`src/aoftp_params.svh`:
```
// register offsets, field positions, reset values and pattern constants for the output format block
`ifndef AOFTP_PARAMS_SVH
`define AOFTP_PARAMS_SVH
`define AOFTP_OFS_FMT        8'h73
`define AOFTP_OFS_TIMING     8'h74
`define AOFTP_OFS_CAL        8'hB6
`define AOFTP_OFS_TEST       8'hC0
`define AOFTP_OFS_UPAT1_LO   8'hC1
`define AOFTP_RST_FMT        8'h00
`define AOFTP_RST_TIMING     8'h00
`define AOFTP_RST_TEST       8'h00
`define AOFTP_RST_UPAT       8'h00
`define AOFTP_FMT_DRIVE_HI   7
`define AOFTP_FMT_DRIVE_LO   5
`define AOFTP_FMT_CODE_HI    2
`define AOFTP_FMT_CODE_LO    0
`define AOFTP_TIM_DLL_BIT    6
`define AOFTP_TIM_DDR_BIT    4
`define AOFTP_CAL_DONE_BIT   0
`define AOFTP_TST_MODE_HI    7
`define AOFTP_TST_MODE_LO    4
`define AOFTP_TST_SEQ_HI     2
`define AOFTP_TST_SEQ_LO     0
`define AOFTP_MIDSCALE       12'h800
`define AOFTP_POS_FS         12'hFFF
`define AOFTP_NEG_FS         12'h000
`define AOFTP_CHECKER        12'hAAA
`define AOFTP_FIFO_DEPTH     8
`endif

```
`src/aoftp_pkg.sv`:
```
// types shared by the output format and test pattern block
package aoftp_pkg;
    typedef enum logic [2:0] {
        AOFTP_DRV_LVDS3 = 3'h0,
        AOFTP_DRV_LVDS2 = 3'h1,
        AOFTP_DRV_CMOS  = 3'h4
    } aoftp_drive_t;
    typedef enum logic [2:0] {
        AOFTP_COD_TWOS = 3'h0,
        AOFTP_COD_GRAY = 3'h2,
        AOFTP_COD_OBIN = 3'h4
    } aoftp_code_t;
    typedef enum logic [3:0] {
        AOFTP_TM_OFF   = 4'h0,
        AOFTP_TM_MID   = 4'h1,
        AOFTP_TM_PFS   = 4'h2,
        AOFTP_TM_NFS   = 4'h3,
        AOFTP_TM_CHK   = 4'h4,
        AOFTP_TM_ALT   = 4'h7,
        AOFTP_TM_USER  = 4'h8,
        AOFTP_TM_RAMP  = 4'hA
    } aoftp_test_t;
    typedef struct packed {
        logic       we;
        logic       re;
        logic [7:0] addr;
        logic [7:0] wdata;
    } aoftp_reg_req_t;
    typedef struct packed {
        logic        ddr;
        logic [11:0] data;
    } aoftp_word_t;
    typedef struct packed {
        logic [2:0] drive;
        logic       ddr;
        logic       dll_slow;
    } aoftp_port_cfg_t;
endpackage : aoftp_pkg

```
`src/aoftp_fifo.sv`:
```
// parameterised flop fifo with valid/ready on both sides
`timescale 1ns/10ps
`default_nettype none
module aoftp_fifo #(
    parameter int WIDTH = 13,
    parameter int DEPTH = 8
) (
    input  wire logic             SYS_CLK,
    input  wire logic             RESET,
    input  wire logic             IN_VALID,
    output var  logic             IN_READY,
    input  wire logic [WIDTH-1:0] IN_DATA,
    output var  logic             OUT_VALID,
    input  wire logic             OUT_READY,
    output var  logic [WIDTH-1:0] OUT_DATA
);
    localparam int AW = $clog2(DEPTH);
    logic [WIDTH-1:0] mem_q [DEPTH];
    logic [AW-1:0]    wp_q, wp_d, rp_q, rp_d;
    logic [AW:0]      cnt_q, cnt_d;
    logic             push, pop;

    always_comb
    begin
        // full compare needs the extra count bit; a depth cast to AW bits wraps to zero
        push = IN_VALID && (cnt_q != (AW+1)'(DEPTH));
        pop  = OUT_READY && (cnt_q != '0);
        wp_d = push ? AW'(wp_q + 1'b1) : wp_q;
        rp_d = pop ? AW'(rp_q + 1'b1) : rp_q;
        cnt_d = (AW+1)'(cnt_q + push - pop);
    end

    always_ff @(posedge SYS_CLK)
    begin
        if (RESET)
        begin
            wp_q  <= '0;
            rp_q  <= '0;
            cnt_q <= '0;
        end
        else
        begin
            wp_q  <= wp_d;
            rp_q  <= rp_d;
            cnt_q <= cnt_d;
        end
        if (push)
            mem_q[wp_q] <= IN_DATA;
    end

    assign IN_READY  = (cnt_q != (AW+1)'(DEPTH));
    assign OUT_VALID = (cnt_q != '0);
    assign OUT_DATA  = mem_q[rp_q];
endmodule : aoftp_fifo
`default_nettype wire

```
`src/aoftp_top.sv`:
```
// output format, timing and test pattern control for the converter output port
`timescale 1ns/10ps
`default_nettype none
`include "aoftp_params.svh"
module aoftp_top (
    input  wire logic                     SYS_CLK,
    input  wire logic                     RESET,
    input  wire logic                     SOFT_RESET,
    input  wire aoftp_pkg::aoftp_reg_req_t REG_REQ,
    output var  logic [7:0]               REG_RDATA,
    input  wire logic                     CAL_DONE_IN,
    input  wire logic                     SAMPLE_VALID,
    output var  logic                     SAMPLE_READY,
    input  wire logic [11:0]              SAMPLE_IN,
    output var  logic                     OUT_VALID,
    input  wire logic                     OUT_READY,
    output var  aoftp_pkg::aoftp_word_t   OUT_WORD,
    output var  aoftp_pkg::aoftp_port_cfg_t PORT_CFG
);
    import aoftp_pkg::*;

    logic [7:0]  fmt_q, fmt_d, tim_q, tim_d, tst_q, tst_d, up1_q, up1_d;
    logic [7:0]  rdata_q, rdata_d;
    logic        cal_s1_q, cal_s2_q;
    logic [2:0]  seq_q, seq_d;
    logic [11:0] ramp_q, ramp_d;
    logic        alt_q, alt_d;
    logic [11:0] pat, coded;
    logic        fifo_in_ready, fifo_out_valid;
    aoftp_word_t fifo_out;
    aoftp_word_t word_q, word_d;
    logic        ovalid_q, ovalid_d;
    logic        sready_q;
    aoftp_port_cfg_t cfg_q, cfg_d;
    logic [3:0]  tmode;
    logic [2:0]  useq;
    logic        ddr, adv;
    logic [2:0]  seq_last;

    always_comb
    begin
        fmt_d = fmt_q;
        tim_d = tim_q;
        tst_d = tst_q;
        up1_d = up1_q;
        // output-mode registers deliberately ignore soft reset
        if (REG_REQ.we && REG_REQ.addr == `AOFTP_OFS_FMT)
            fmt_d = REG_REQ.wdata;
        if (REG_REQ.we && REG_REQ.addr == `AOFTP_OFS_TIMING)
            tim_d = REG_REQ.wdata;
        if (SOFT_RESET)
        begin
            tst_d = `AOFTP_RST_TEST;
            up1_d = `AOFTP_RST_UPAT;
        end
        else
        begin
            if (REG_REQ.we && REG_REQ.addr == `AOFTP_OFS_TEST)
                tst_d = REG_REQ.wdata;
            if (REG_REQ.we && REG_REQ.addr == `AOFTP_OFS_UPAT1_LO)
                up1_d = REG_REQ.wdata;
        end
        rdata_d = 8'h00;
        case (REG_REQ.addr)
            `AOFTP_OFS_FMT:      rdata_d = fmt_q;
            `AOFTP_OFS_TIMING:   rdata_d = tim_q;
            `AOFTP_OFS_CAL:      rdata_d = {7'h00, cal_s2_q};
            `AOFTP_OFS_TEST:     rdata_d = tst_q;
            `AOFTP_OFS_UPAT1_LO: rdata_d = up1_q;
            default:             rdata_d = 8'h00;
        endcase
        if (!REG_REQ.re)
            rdata_d = rdata_q;
    end

    always_ff @(posedge SYS_CLK)
    begin
        if (RESET)
        begin
            fmt_q    <= `AOFTP_RST_FMT;
            tim_q    <= `AOFTP_RST_TIMING;
            tst_q    <= `AOFTP_RST_TEST;
            up1_q    <= `AOFTP_RST_UPAT;
            rdata_q  <= 8'h00;
            cal_s1_q <= 1'b0;
            cal_s2_q <= 1'b0;
        end
        else
        begin
            fmt_q    <= fmt_d;
            tim_q    <= tim_d;
            tst_q    <= tst_d;
            up1_q    <= up1_d;
            rdata_q  <= rdata_d;
            cal_s1_q <= CAL_DONE_IN;
            cal_s2_q <= cal_s1_q;
        end
    end

    // only pattern one's low byte is stored; other user words read as zero
    always_comb
    begin
        tmode    = tst_q[`AOFTP_TST_MODE_HI:`AOFTP_TST_MODE_LO];
        useq     = tst_q[`AOFTP_TST_SEQ_HI:`AOFTP_TST_SEQ_LO];
        ddr      = tim_q[`AOFTP_TIM_DDR_BIT];
        adv      = fifo_in_ready && SAMPLE_VALID;
        // ddr steps odd patterns; sequence index counts in pairs
        seq_last = ddr ? ((useq > 3'h3) ? 3'h0 : 3'(useq << 1)) : useq;
        seq_d    = seq_q;
        // new test or rate setting restarts at pattern one; a stale index would skip it
        if (SOFT_RESET || (REG_REQ.we && (REG_REQ.addr == `AOFTP_OFS_TEST || REG_REQ.addr == `AOFTP_OFS_TIMING)))
            seq_d = 3'h0;
        else if (adv)
        begin
            if (seq_q >= seq_last)
                seq_d = 3'h0;
            else
                seq_d = ddr ? 3'(seq_q + 3'h2) : 3'(seq_q + 3'h1);
        end
        ramp_d = adv ? 12'(ramp_q + 12'h001) : ramp_q;
        alt_d  = adv ? ~alt_q : alt_q;
        case (tmode)
            AOFTP_TM_MID:  pat = `AOFTP_MIDSCALE;
            AOFTP_TM_PFS:  pat = `AOFTP_POS_FS;
            AOFTP_TM_NFS:  pat = `AOFTP_NEG_FS;
            AOFTP_TM_CHK:  pat = ddr ? SAMPLE_IN : (alt_q ? ~`AOFTP_CHECKER : `AOFTP_CHECKER);
            AOFTP_TM_ALT:  pat = ddr ? SAMPLE_IN : {12{alt_q}};
            AOFTP_TM_USER: pat = (seq_q == 3'h0) ? {4'h0, up1_q} : 12'h000;
            AOFTP_TM_RAMP: pat = ramp_q;
            default:       pat = SAMPLE_IN;
        endcase
        case (fmt_q[`AOFTP_FMT_CODE_HI:`AOFTP_FMT_CODE_LO])
            AOFTP_COD_GRAY: coded = pat ^ {1'b0, pat[11:1]};
            AOFTP_COD_OBIN: coded = {~pat[11], pat[10:0]};
            default:        coded = pat;
        endcase
        word_d   = word_q;
        ovalid_d = ovalid_q;
        if (!ovalid_q || OUT_READY)
        begin
            ovalid_d = fifo_out_valid;
            word_d   = fifo_out;
        end
        cfg_d.drive    = fmt_q[`AOFTP_FMT_DRIVE_HI:`AOFTP_FMT_DRIVE_LO];
        cfg_d.ddr      = ddr;
        cfg_d.dll_slow = tim_q[`AOFTP_TIM_DLL_BIT];
    end

    always_ff @(posedge SYS_CLK)
    begin
        if (RESET)
        begin
            seq_q    <= 3'h0;
            ramp_q   <= 12'h000;
            alt_q    <= 1'b0;
            word_q   <= '0;
            ovalid_q <= 1'b0;
            cfg_q    <= '0;
            sready_q <= 1'b0;
        end
        else
        begin
            seq_q    <= seq_d;
            ramp_q   <= ramp_d;
            alt_q    <= alt_d;
            word_q   <= word_d;
            ovalid_q <= ovalid_d;
            cfg_q    <= cfg_d;
            sready_q <= fifo_in_ready;
        end
    end

    aoftp_fifo #(.WIDTH(13), .DEPTH(`AOFTP_FIFO_DEPTH)) u_fifo (
        .SYS_CLK   (SYS_CLK),
        .RESET     (RESET),
        .IN_VALID  (SAMPLE_VALID),
        .IN_READY  (fifo_in_ready),
        .IN_DATA   ({ddr, coded}),
        .OUT_VALID (fifo_out_valid),
        .OUT_READY (!ovalid_q || OUT_READY),
        .OUT_DATA  (fifo_out)
    );

    assign REG_RDATA    = rdata_q;
    assign SAMPLE_READY = sready_q;
    assign OUT_VALID    = ovalid_q;
    assign OUT_WORD     = word_q;
    assign PORT_CFG     = cfg_q;

    AST_FMT_SOFT: assert property (@(posedge SYS_CLK) disable iff (RESET)
        SOFT_RESET && !REG_REQ.we |=> fmt_q == $past(fmt_q) && tim_q == $past(tim_q))
        else $error("output mode changed by soft reset");
    AST_RST_ZERO: assert property (@(posedge SYS_CLK) disable iff (RESET)
        $past(RESET) |-> fmt_q == 8'h00 && tim_q == 8'h00)
        else $error("output mode not zero after reset");
    AST_DRIVE: assert property (@(posedge SYS_CLK) disable iff (RESET)
        ##1 cfg_q.drive == $past(fmt_q[7:5]))
        else $error("drive field not applied");
    AST_DLL: assert property (@(posedge SYS_CLK) disable iff (RESET)
        ##1 cfg_q.dll_slow == $past(tim_q[6]))
        else $error("dll range not applied");
    AST_DDR: assert property (@(posedge SYS_CLK) disable iff (RESET)
        ##1 cfg_q.ddr == $past(tim_q[4]))
        else $error("ddr enable not applied");
    AST_SEQ0: assert property (@(posedge SYS_CLK) disable iff (RESET)
        useq == 3'h0 |=> seq_q == 3'h0 || $past(useq) != 3'h0)
        else $error("sequence 0 left pattern one");
    AST_SEQ_BOUND: assert property (@(posedge SYS_CLK) disable iff (RESET)
        !ddr && $stable(tst_q) && $past(seq_q) <= useq |-> seq_q <= useq)
        else $error("sdr sequence past last pattern");
    AST_DDR_ODD: assert property (@(posedge SYS_CLK) disable iff (RESET)
        ddr && $stable(tim_q) && !$past(seq_q[0]) && adv |=> !seq_q[0])
        else $error("ddr sequence hit even pattern");
    AST_CAL_RO: assert property (@(posedge SYS_CLK) disable iff (RESET)
        REG_REQ.re && REG_REQ.addr == 8'hB6 |=> REG_RDATA[7:1] == 7'h00 && REG_RDATA[0] == $past(cal_s2_q))
        else $error("calibration status wrong");
endmodule : aoftp_top
`default_nettype wire

```
`config.mk`:
```
export PLATFORM = sky130hd
export DESIGN_NAME = aoftp_top
export DESIGN_NICKNAME = d
export VERILOG_FILES = /design/src/aoftp_pkg.sv /design/src/aoftp_fifo.sv /design/src/aoftp_top.sv
export VERILOG_INCLUDE_DIRS = /design/src
export SDC_FILE = /design/constraint.sdc
export NUM_CORES = 1
export LEC_CHECK = 0
export BUFFER_PORTS_ARGS = -buffer_cell sky130_fd_sc_hd__buf_4
export CAP_MARGIN = 20
export CORE_MARGIN = 5
export CORE_UTILIZATION = 50
export DETAILED_ROUTE_END_ITERATION = 7
export GPL_ROUTABILITY_DRIVEN = 1
export HOLD_SLACK_MARGIN = 0.05
export PLACE_DENSITY = 0.71
export SLEW_MARGIN = 5
export SYNTH_ARGS = -nofsm -noshare
export SYNTH_HDL_FRONTEND = slang
export SYNTH_SLANG_ARGS = --single-unit
```
`constraint.sdc`:
```
create_clock -name SYS_CLK -period 2.95 [get_ports SYS_CLK]
set_clock_uncertainty 0.2 [all_clocks]
set_input_delay 0.295 -clock SYS_CLK [delete_from_list [all_inputs] [get_ports SYS_CLK]]
set_output_delay 0.295 -clock SYS_CLK [all_outputs]
set_load 0.1 [all_outputs]
```
After elaboration in Yosys (flattened, before gate mapping)
Memory sizes are Yosys's and may differ from the RTL's. A register that Yosys moved wholly into a read port is not among the register bits.
Index checks and enable logic that the tools add are counted.

word-level totals
  output and inout port bits = 28
  word-level logic and storage cells = 74
  input bits = 36
  memories kept = 1
  bits in registers = 75
  RAM bits = 104

memories
  memory        words  bits a word  read ports  clocked after Yosys merged registers in  wr ports  RTL line          text
  u_fifo.mem_q  8      13           1           1                                        1         aoftp_fifo.sv:18  logic [WIDTH-1:0] mem_q [DEPTH];

cells by class
  order comparisons = 2
  eq/ne operators = 15
  reductions and logical operators = 15
  bitwise operators = 3
  muxes and demuxes = 13
  add/sub/neg operators = 7

operators with widths
  cell                     count
  $pmux W12 S7             1
  $pmux W8 S5              1
  $mux W12                 3
  $eq A8 B8 Y1 const B     3
  $pmux W12 S2             1
  $eq A8 B7 Y1 const B     2
  $add A12 B1 Y12 const B  1
  $mux W3                  4
  $xor A12 B11 Y12         1
  $add A3 B1 Y3 const B    3
  $eq A4 B2 Y1 const B     2
  $eq A4 B3 Y1 const B     2
  $eq A4 B4 Y1 const B     2
  $mux W8                  1
  $logic_and A1 B1 Y1      7
  $add A4 B1 Y4            1
  $eq A4 B1 Y1 const B     1
  $ne A4 B4 Y1 const B     1
  $reduce_bool A4 Y1       1
  $reduce_or A2 Y1         2
  $sub A4 B1 Y4            1
  $add A3 B2 Y3 const B    1
  $eq A3 B2 Y1 const B     1
  $eq A3 B3 Y1 const B     1
  other kinds (7)          11

Longest topological paths before layout
  depth after elaboration = 5
  gate-level depth with buffers = 12

Hierarchy
A second synthesis with hierarchy kept.

second synthesis, totals
  cells, all modules = 765
  area total of the unflattened synthesis = 8842.2 um^2

by module, submodules not included
  module      cells each  area each (um^2)  seq. area each (um^2)  times used
  aoftp_fifo  230         4713.3            3383.2                 1
  aoftp_top   535         4129.0            1561.5                 1

Worst setup path after synthesis
No wires, ideal clock.

  kind = register to register
  from = register u_fifo.cnt_q[2]
  to = memory u_fifo.mem_q[4][0] (enable)
  data required time = 2350 ps
  buffers on the path = 2
  stages on the path, launching flop included = 10
  library setup time = 400 ps
  slack = -129 ps
  arrival = 2479 ps
  cells stage by stage = dfxtp_1 inv_1 ha_1 nor3b_1 nand2b_1 buf_2 inv_1 clkbuf_1 nand2_1 nor3_1

on the way
  word-level cells in the longest chain between the ends = 4

RTL lines
  what                           RTL line          text
  start, declared                aoftp_fifo.sv:20  logic [AW:0] cnt_q, cnt_d;
  start signal, assigned         aoftp_fifo.sv:45  cnt_q <= cnt_d;
  $ne A4 B4 Y1                   --
  $logic_and A1 B1 Y1            --
  net adv                        aoftp_top.sv:37   logic ddr, adv;
  $mux W1                        aoftp_fifo.sv:47  if (push)
  $mux W1 (not written as such)  aoftp_fifo.sv:48  mem_q[wp_q] <= IN_DATA;
  end, declared                  aoftp_fifo.sv:18

The timed path passes the listed nets, and every way through them passes these cells.

Worst setup path after layout
  from = register tst_q[7]
  to = memory u_fifo.mem_q[4][1], data pin

on the way
  word-level cells in the longest chain between the ends = 4
  elaborated cells on any way between the ends = 10

RTL lines
  what                                  RTL line          text
  start, declared                       aoftp_top.sv:22   logic [7:0] fmt_q, fmt_d, tim_q, tim_d, tst_q, tst_d, up1_q, up1_d;
  start signal, assigned                aoftp_top.sv:82   tst_q <= `AOFTP_RST_TEST;
  start signal, assigned                aoftp_top.sv:92   tst_q <= tst_d;
  $eq A4 B4 Y1 (tied with other cells)  aoftp_top.sv:122  case (tmode)
  $pmux W12 S7 (*)                      aoftp_top.sv:122
  $xor A12 B11 Y12                      aoftp_top.sv:133  AOFTP_COD_GRAY: coded = pat ^ {1'b0, pat[11:1]};
  $pmux W12 S2 (*)                      aoftp_top.sv:132  case (fmt_q[`AOFTP_FMT_CODE_HI:`AOFTP_FMT_CODE_LO])
  net coded[1]                          aoftp_top.sv:28   logic [11:0] pat, coded;

Mark *: on every way through the listed nets, which the timed path passes. The rest lies on a longest branch.

==> results.json <==
{
  "rsz_0062_raised_after_global_routing": "false",
  "worst_skew_pair.late_latency_ns": 0.43,
  "min-delay-path-class": "primary input to flip-flop",
  "dpl_worst_slack_ns": 0.0838,
  "post_route_cells_drive_above_1_share_pct": 20.3,
  "die_width_um": 143,
  "relSlewSlack_pct": 48.9,
  "globalRouteMet1Util_pct": 28.7,
  "cts_root_buffer": "sky130_fd_sc_hd__clkbuf_16",
  "core_area_um2": 17300,
  "vias_per_cell": 5.74,
  "gr-total-overflow": 0,
  "boundaryPins": 64,
  "netlist_area_um2": 8810,
  "p_total_mw": 7.79,
  "portBuffers": 63,
  "postLayoutSetupSlackWorst_ns": 0.133,
  "yosys_register_bits": 192,
  "setup_violations": 0,
  "clkSlewWorstSetupHoldPaths_ns": 0.07,
  "layout.nets": 902,
  "placementRows": 48,
  "tritoncts_clock_tree": "yes",
  "synth_warnings": 0,
  "drt.antenna.violating_nets": 0,
  "route.final.wire_length_um": 20700,
  "switchingPower_mw": 2.54,
  "ys.flop_type": "sky130_fd_sc_hd__edfxtp_1",
  "worstSetupStartpointType": "flip-flop",
  "die_y_um": 143,
  "cts-root-to-sink-buffers": 2,
  "mappedNetlistNets": 827,
  "synth_sequential_area_ratio_pct": 55.5,
  "die_area_um2": 20400,
  "drc": 0,
  "groute.layer.met2.usage_pct": 35.2,
  "syn_avg_cell_area_um2": 11.3,
  "power.density_cell_area_nw_per_um2": 750,
  "drtPass1Iterations": 5,
  "crit_fanout": 12,
  "dominant_combinational_cell_family_by_area_after_synthesis": "compound AO/OA/AOI/OAI gates",
  "cap_violations": 0,
  "grt_use_total_pct": 21.1,
  "ys_async_sr_fraction_pct": 0,
  "yosysUniqueCellTypes": 60,
  "drv_slew": 0,
  "detailed_place_hpwl_um": 14000,
  "tritoncts_buffers": 17,
  "via_count_of_the_first_global_routing_pass": 6120,
  "setup.worst_path.end_class": "flip-flop",
  "run_status": "finished clean",
  "synth-simple-area-share_pct": 12.0,
  "synth_enable_flop_cells": 104,
  "fin_crit_ns": 2.82,
  "hold_viol": 0,
  "setup.worst_path.class": "flip-flop to flip-flop",
  "place_congestion": 0.888,
  "timing.final.crit_share_pct": 95.5,
  "p_comb_share_pct": 27.6,
  "worst-endpoint-required_ns": 2.87,
  "met3_usage_pct": 3.95,
  "clock_sink_count": 192,
  "initialDrtViolationCount": 413,
  "synthesis.instances": 776,
  "grt_start_max_net_pins": 70,
  "synthAdderAreaFrac_pct": 2.22,
  "cellLeakagePower_nw": 3.78,
  "synthXorXnorAreaFrac_pct": 3.07,
  "p_int_mw": 5.25,
  "signal_arrival_time_at_the_worst_endpoint_ns": 2.74,
  "clock.fmax_mhz": 355,
  "muxShareOfSynthArea_pct": 11.3,
  "flow.area_growth_from_synthesis_pct": 18.0,
  "initial_core_util_pct": 50.9,
  "antenna_found_initial": 0,
  "p_seq_share_pct": 40.7,
  "switching_share_pct": 32.6,
  "detailroute.via_count": 6251,
  "placed_cells": 1047,
  "cts.htree.levels": 4,
  "p_clk_share_pct": 31.8,
  "busiest_layer": "met2",
  "timing.setup.tns_ns": 0,
  "max_slew.worst_pin.slew_ns": 0.762,
  "vdd.ir_drop.worst_mv": 0.685,
  "final_core_util_pct": 60.1,
  "post_layout_cell_count": 1089,
  "compound_cell_area_share_of_the_yosys_netlist_pct": 12.9,
  "grt_first_pass_wirelength_um": 33600,
  "post_detailed_route_wirelength_per_cell_um": 19.0,
  "inserted_diodes": 0
}
## cells in the final DEF (no fill, tap or decap), drive strengths merged, types with 3 or more instances in the layout
cell	synthesis	final
nand3	7	7
and2	5	5
nand2b	14	14
xor2	18	18
nor3	9	9
edfxtp	104	104
a21boi	15	15
ha	14	14
o211ai	8	8
mux2	33	33
nor3b	4	4
clkbuf	22	18
dfxtp	88	88
a311oi	21	21
dlygate4sd3	0	10
a21o	7	7
nand4	6	6
nand2	29	29
a21oi	43	43
and3	6	6
bufinv	0	4
buf	24	92
a22oi	21	21
o21ai	30	30
a222oi	3	3
nor2b	28	28
inv	14	19
o2bb2ai	7	7
nor2	96	96
xnor2	12	12
o31ai	4	4
clkinvlp	0	3
mux2i	62	62
## layer usage
layer | vias up | routed length [µm]
met5 | - | 0
met3 | 27 | 975
li1 | 2998 | -
met1 | 3053 | 9130
met4 | 0 | 284
met2 | 173 | 10300
## logic make-up after synthesis
logic type,Yosys count
flops,192
xor+xnor,30
buf+inv,60
simple gates,215
compound gates,169
fa+ha+maj,15
mux,95
## critical path, cell delays in order, from the launching register on
cell and delay [ns]:
sky130_fd_sc_hd__dfxtp_1 0.58, sky130_fd_sc_hd__nor2b_2 0.24, sky130_fd_sc_hd__and4b_1 0.38, sky130_fd_sc_hd__a222oi_1 0.17, sky130_fd_sc_hd__nand2b_1 0.14, sky130_fd_sc_hd__o211ai_1 0.15
sky130_fd_sc_hd__xnor2_1 0.64
## flip-flops by register name (all words and copies together) (netlist names)
signal,cells
seq_q,3
cal_s1_q,1
fmt_q,8
ramp_q,12
REG_RDATA,8
tst_q,8
SAMPLE_READY,1
up1_q,8
OUT_VALID,1
u_fifo.mem_q,104
alt_q,1
OUT_WORD,13
u_fifo.rp_q,3
u_fifo.cnt_q,4
PORT_CFG,5
u_fifo.wp_q,3
cal_s2_q,1
tim_q,8
## metrics by stage
stage	hold WS [ns]	instance area [µm²]
floorplan	0.214	8810
global placement	0.228	9620
detailed placement	0.233	9620
CTS	0.155	10400
global route	0.196	10400
finish	0.175	10400
## layout make-up
type	instances	area [µm²]
Multi-Input combinational cell	524	3710
Fill cell	1401	6910
Timing Repair Buffer	102	816
Clock inverter	14	201
Inverter	14	52.6
Tap cell	225	282
Clock buffer	18	439
Sequential cell	192	4890
## power by group through the flow
| stage | combinational (mW) | clock (mW) | sequential, mW |
|---|---|---|---|
| CTS | 2.16 | 2.51 | 3.17 |
| floorplan | 1.09 | 0 | 3.76 |
| global route | 2.34 | 2.63 | 3.19 |
| detailed placement | 2.14 | 0 | 3.23 |
| global placement | 2.08 | 0 | 3.21 |
| finish | 2.15 | 2.48 | 3.17 |
## worst paths after layout
path	from	end	slack (ns)	cells past startpoint
setup / recovery	tst_q[7]	u_fifo.mem_q[4][1]	0.13	6
hold reg to reg	cal_s1_q	cal_s2_q	0.26	1
hold / removal	SOFT_RESET	up1_q[5]	0.18	3
setup reg to reg	tst_q[7]	u_fifo.mem_q[4][1]	0.13	6
## what timing repair did
item	4_1_cts	5_1_grt
endpoints found under the hold margin	37	0
buffers inserted	0	0
resized for setup	0	4
setup endpoints to repair	0	22
hold buffers	10	0
## synth_stat cells, drive strengths merged, types with 7 or more instances
| cell type | count | area, µm² |
|---|---|---|
| nand2 | 29 | 109 |
| ha | 14 | 175 |
| edfxtp | 104 | 3120 |
| xnor2 | 12 | 105 |
| nand3 | 7 | 35.0 |
| buf | 24 | 134 |
| o211ai | 8 | 60.1 |
| xor2 | 18 | 165 |
| a311oi | 21 | 184 |
| o2bb2ai | 7 | 61.3 |
| mux2 | 33 | 372 |
| a21o | 7 | 52.6 |
| dfxtp | 88 | 1760 |
| a21boi | 15 | 113 |
| a21oi | 43 | 219 |
| o21ai | 30 | 150 |
| nor3 | 9 | 45.0 |
| a22oi | 21 | 158 |
| inv | 14 | 52.6 |
| nor2 | 96 | 363 |
| clkbuf | 22 | 82.6 |
| nor2b | 28 | 178 |
| nand2b | 14 | 87.6 |
| mux2i | 62 | 621 |
(Power assumes the default switching activity.)
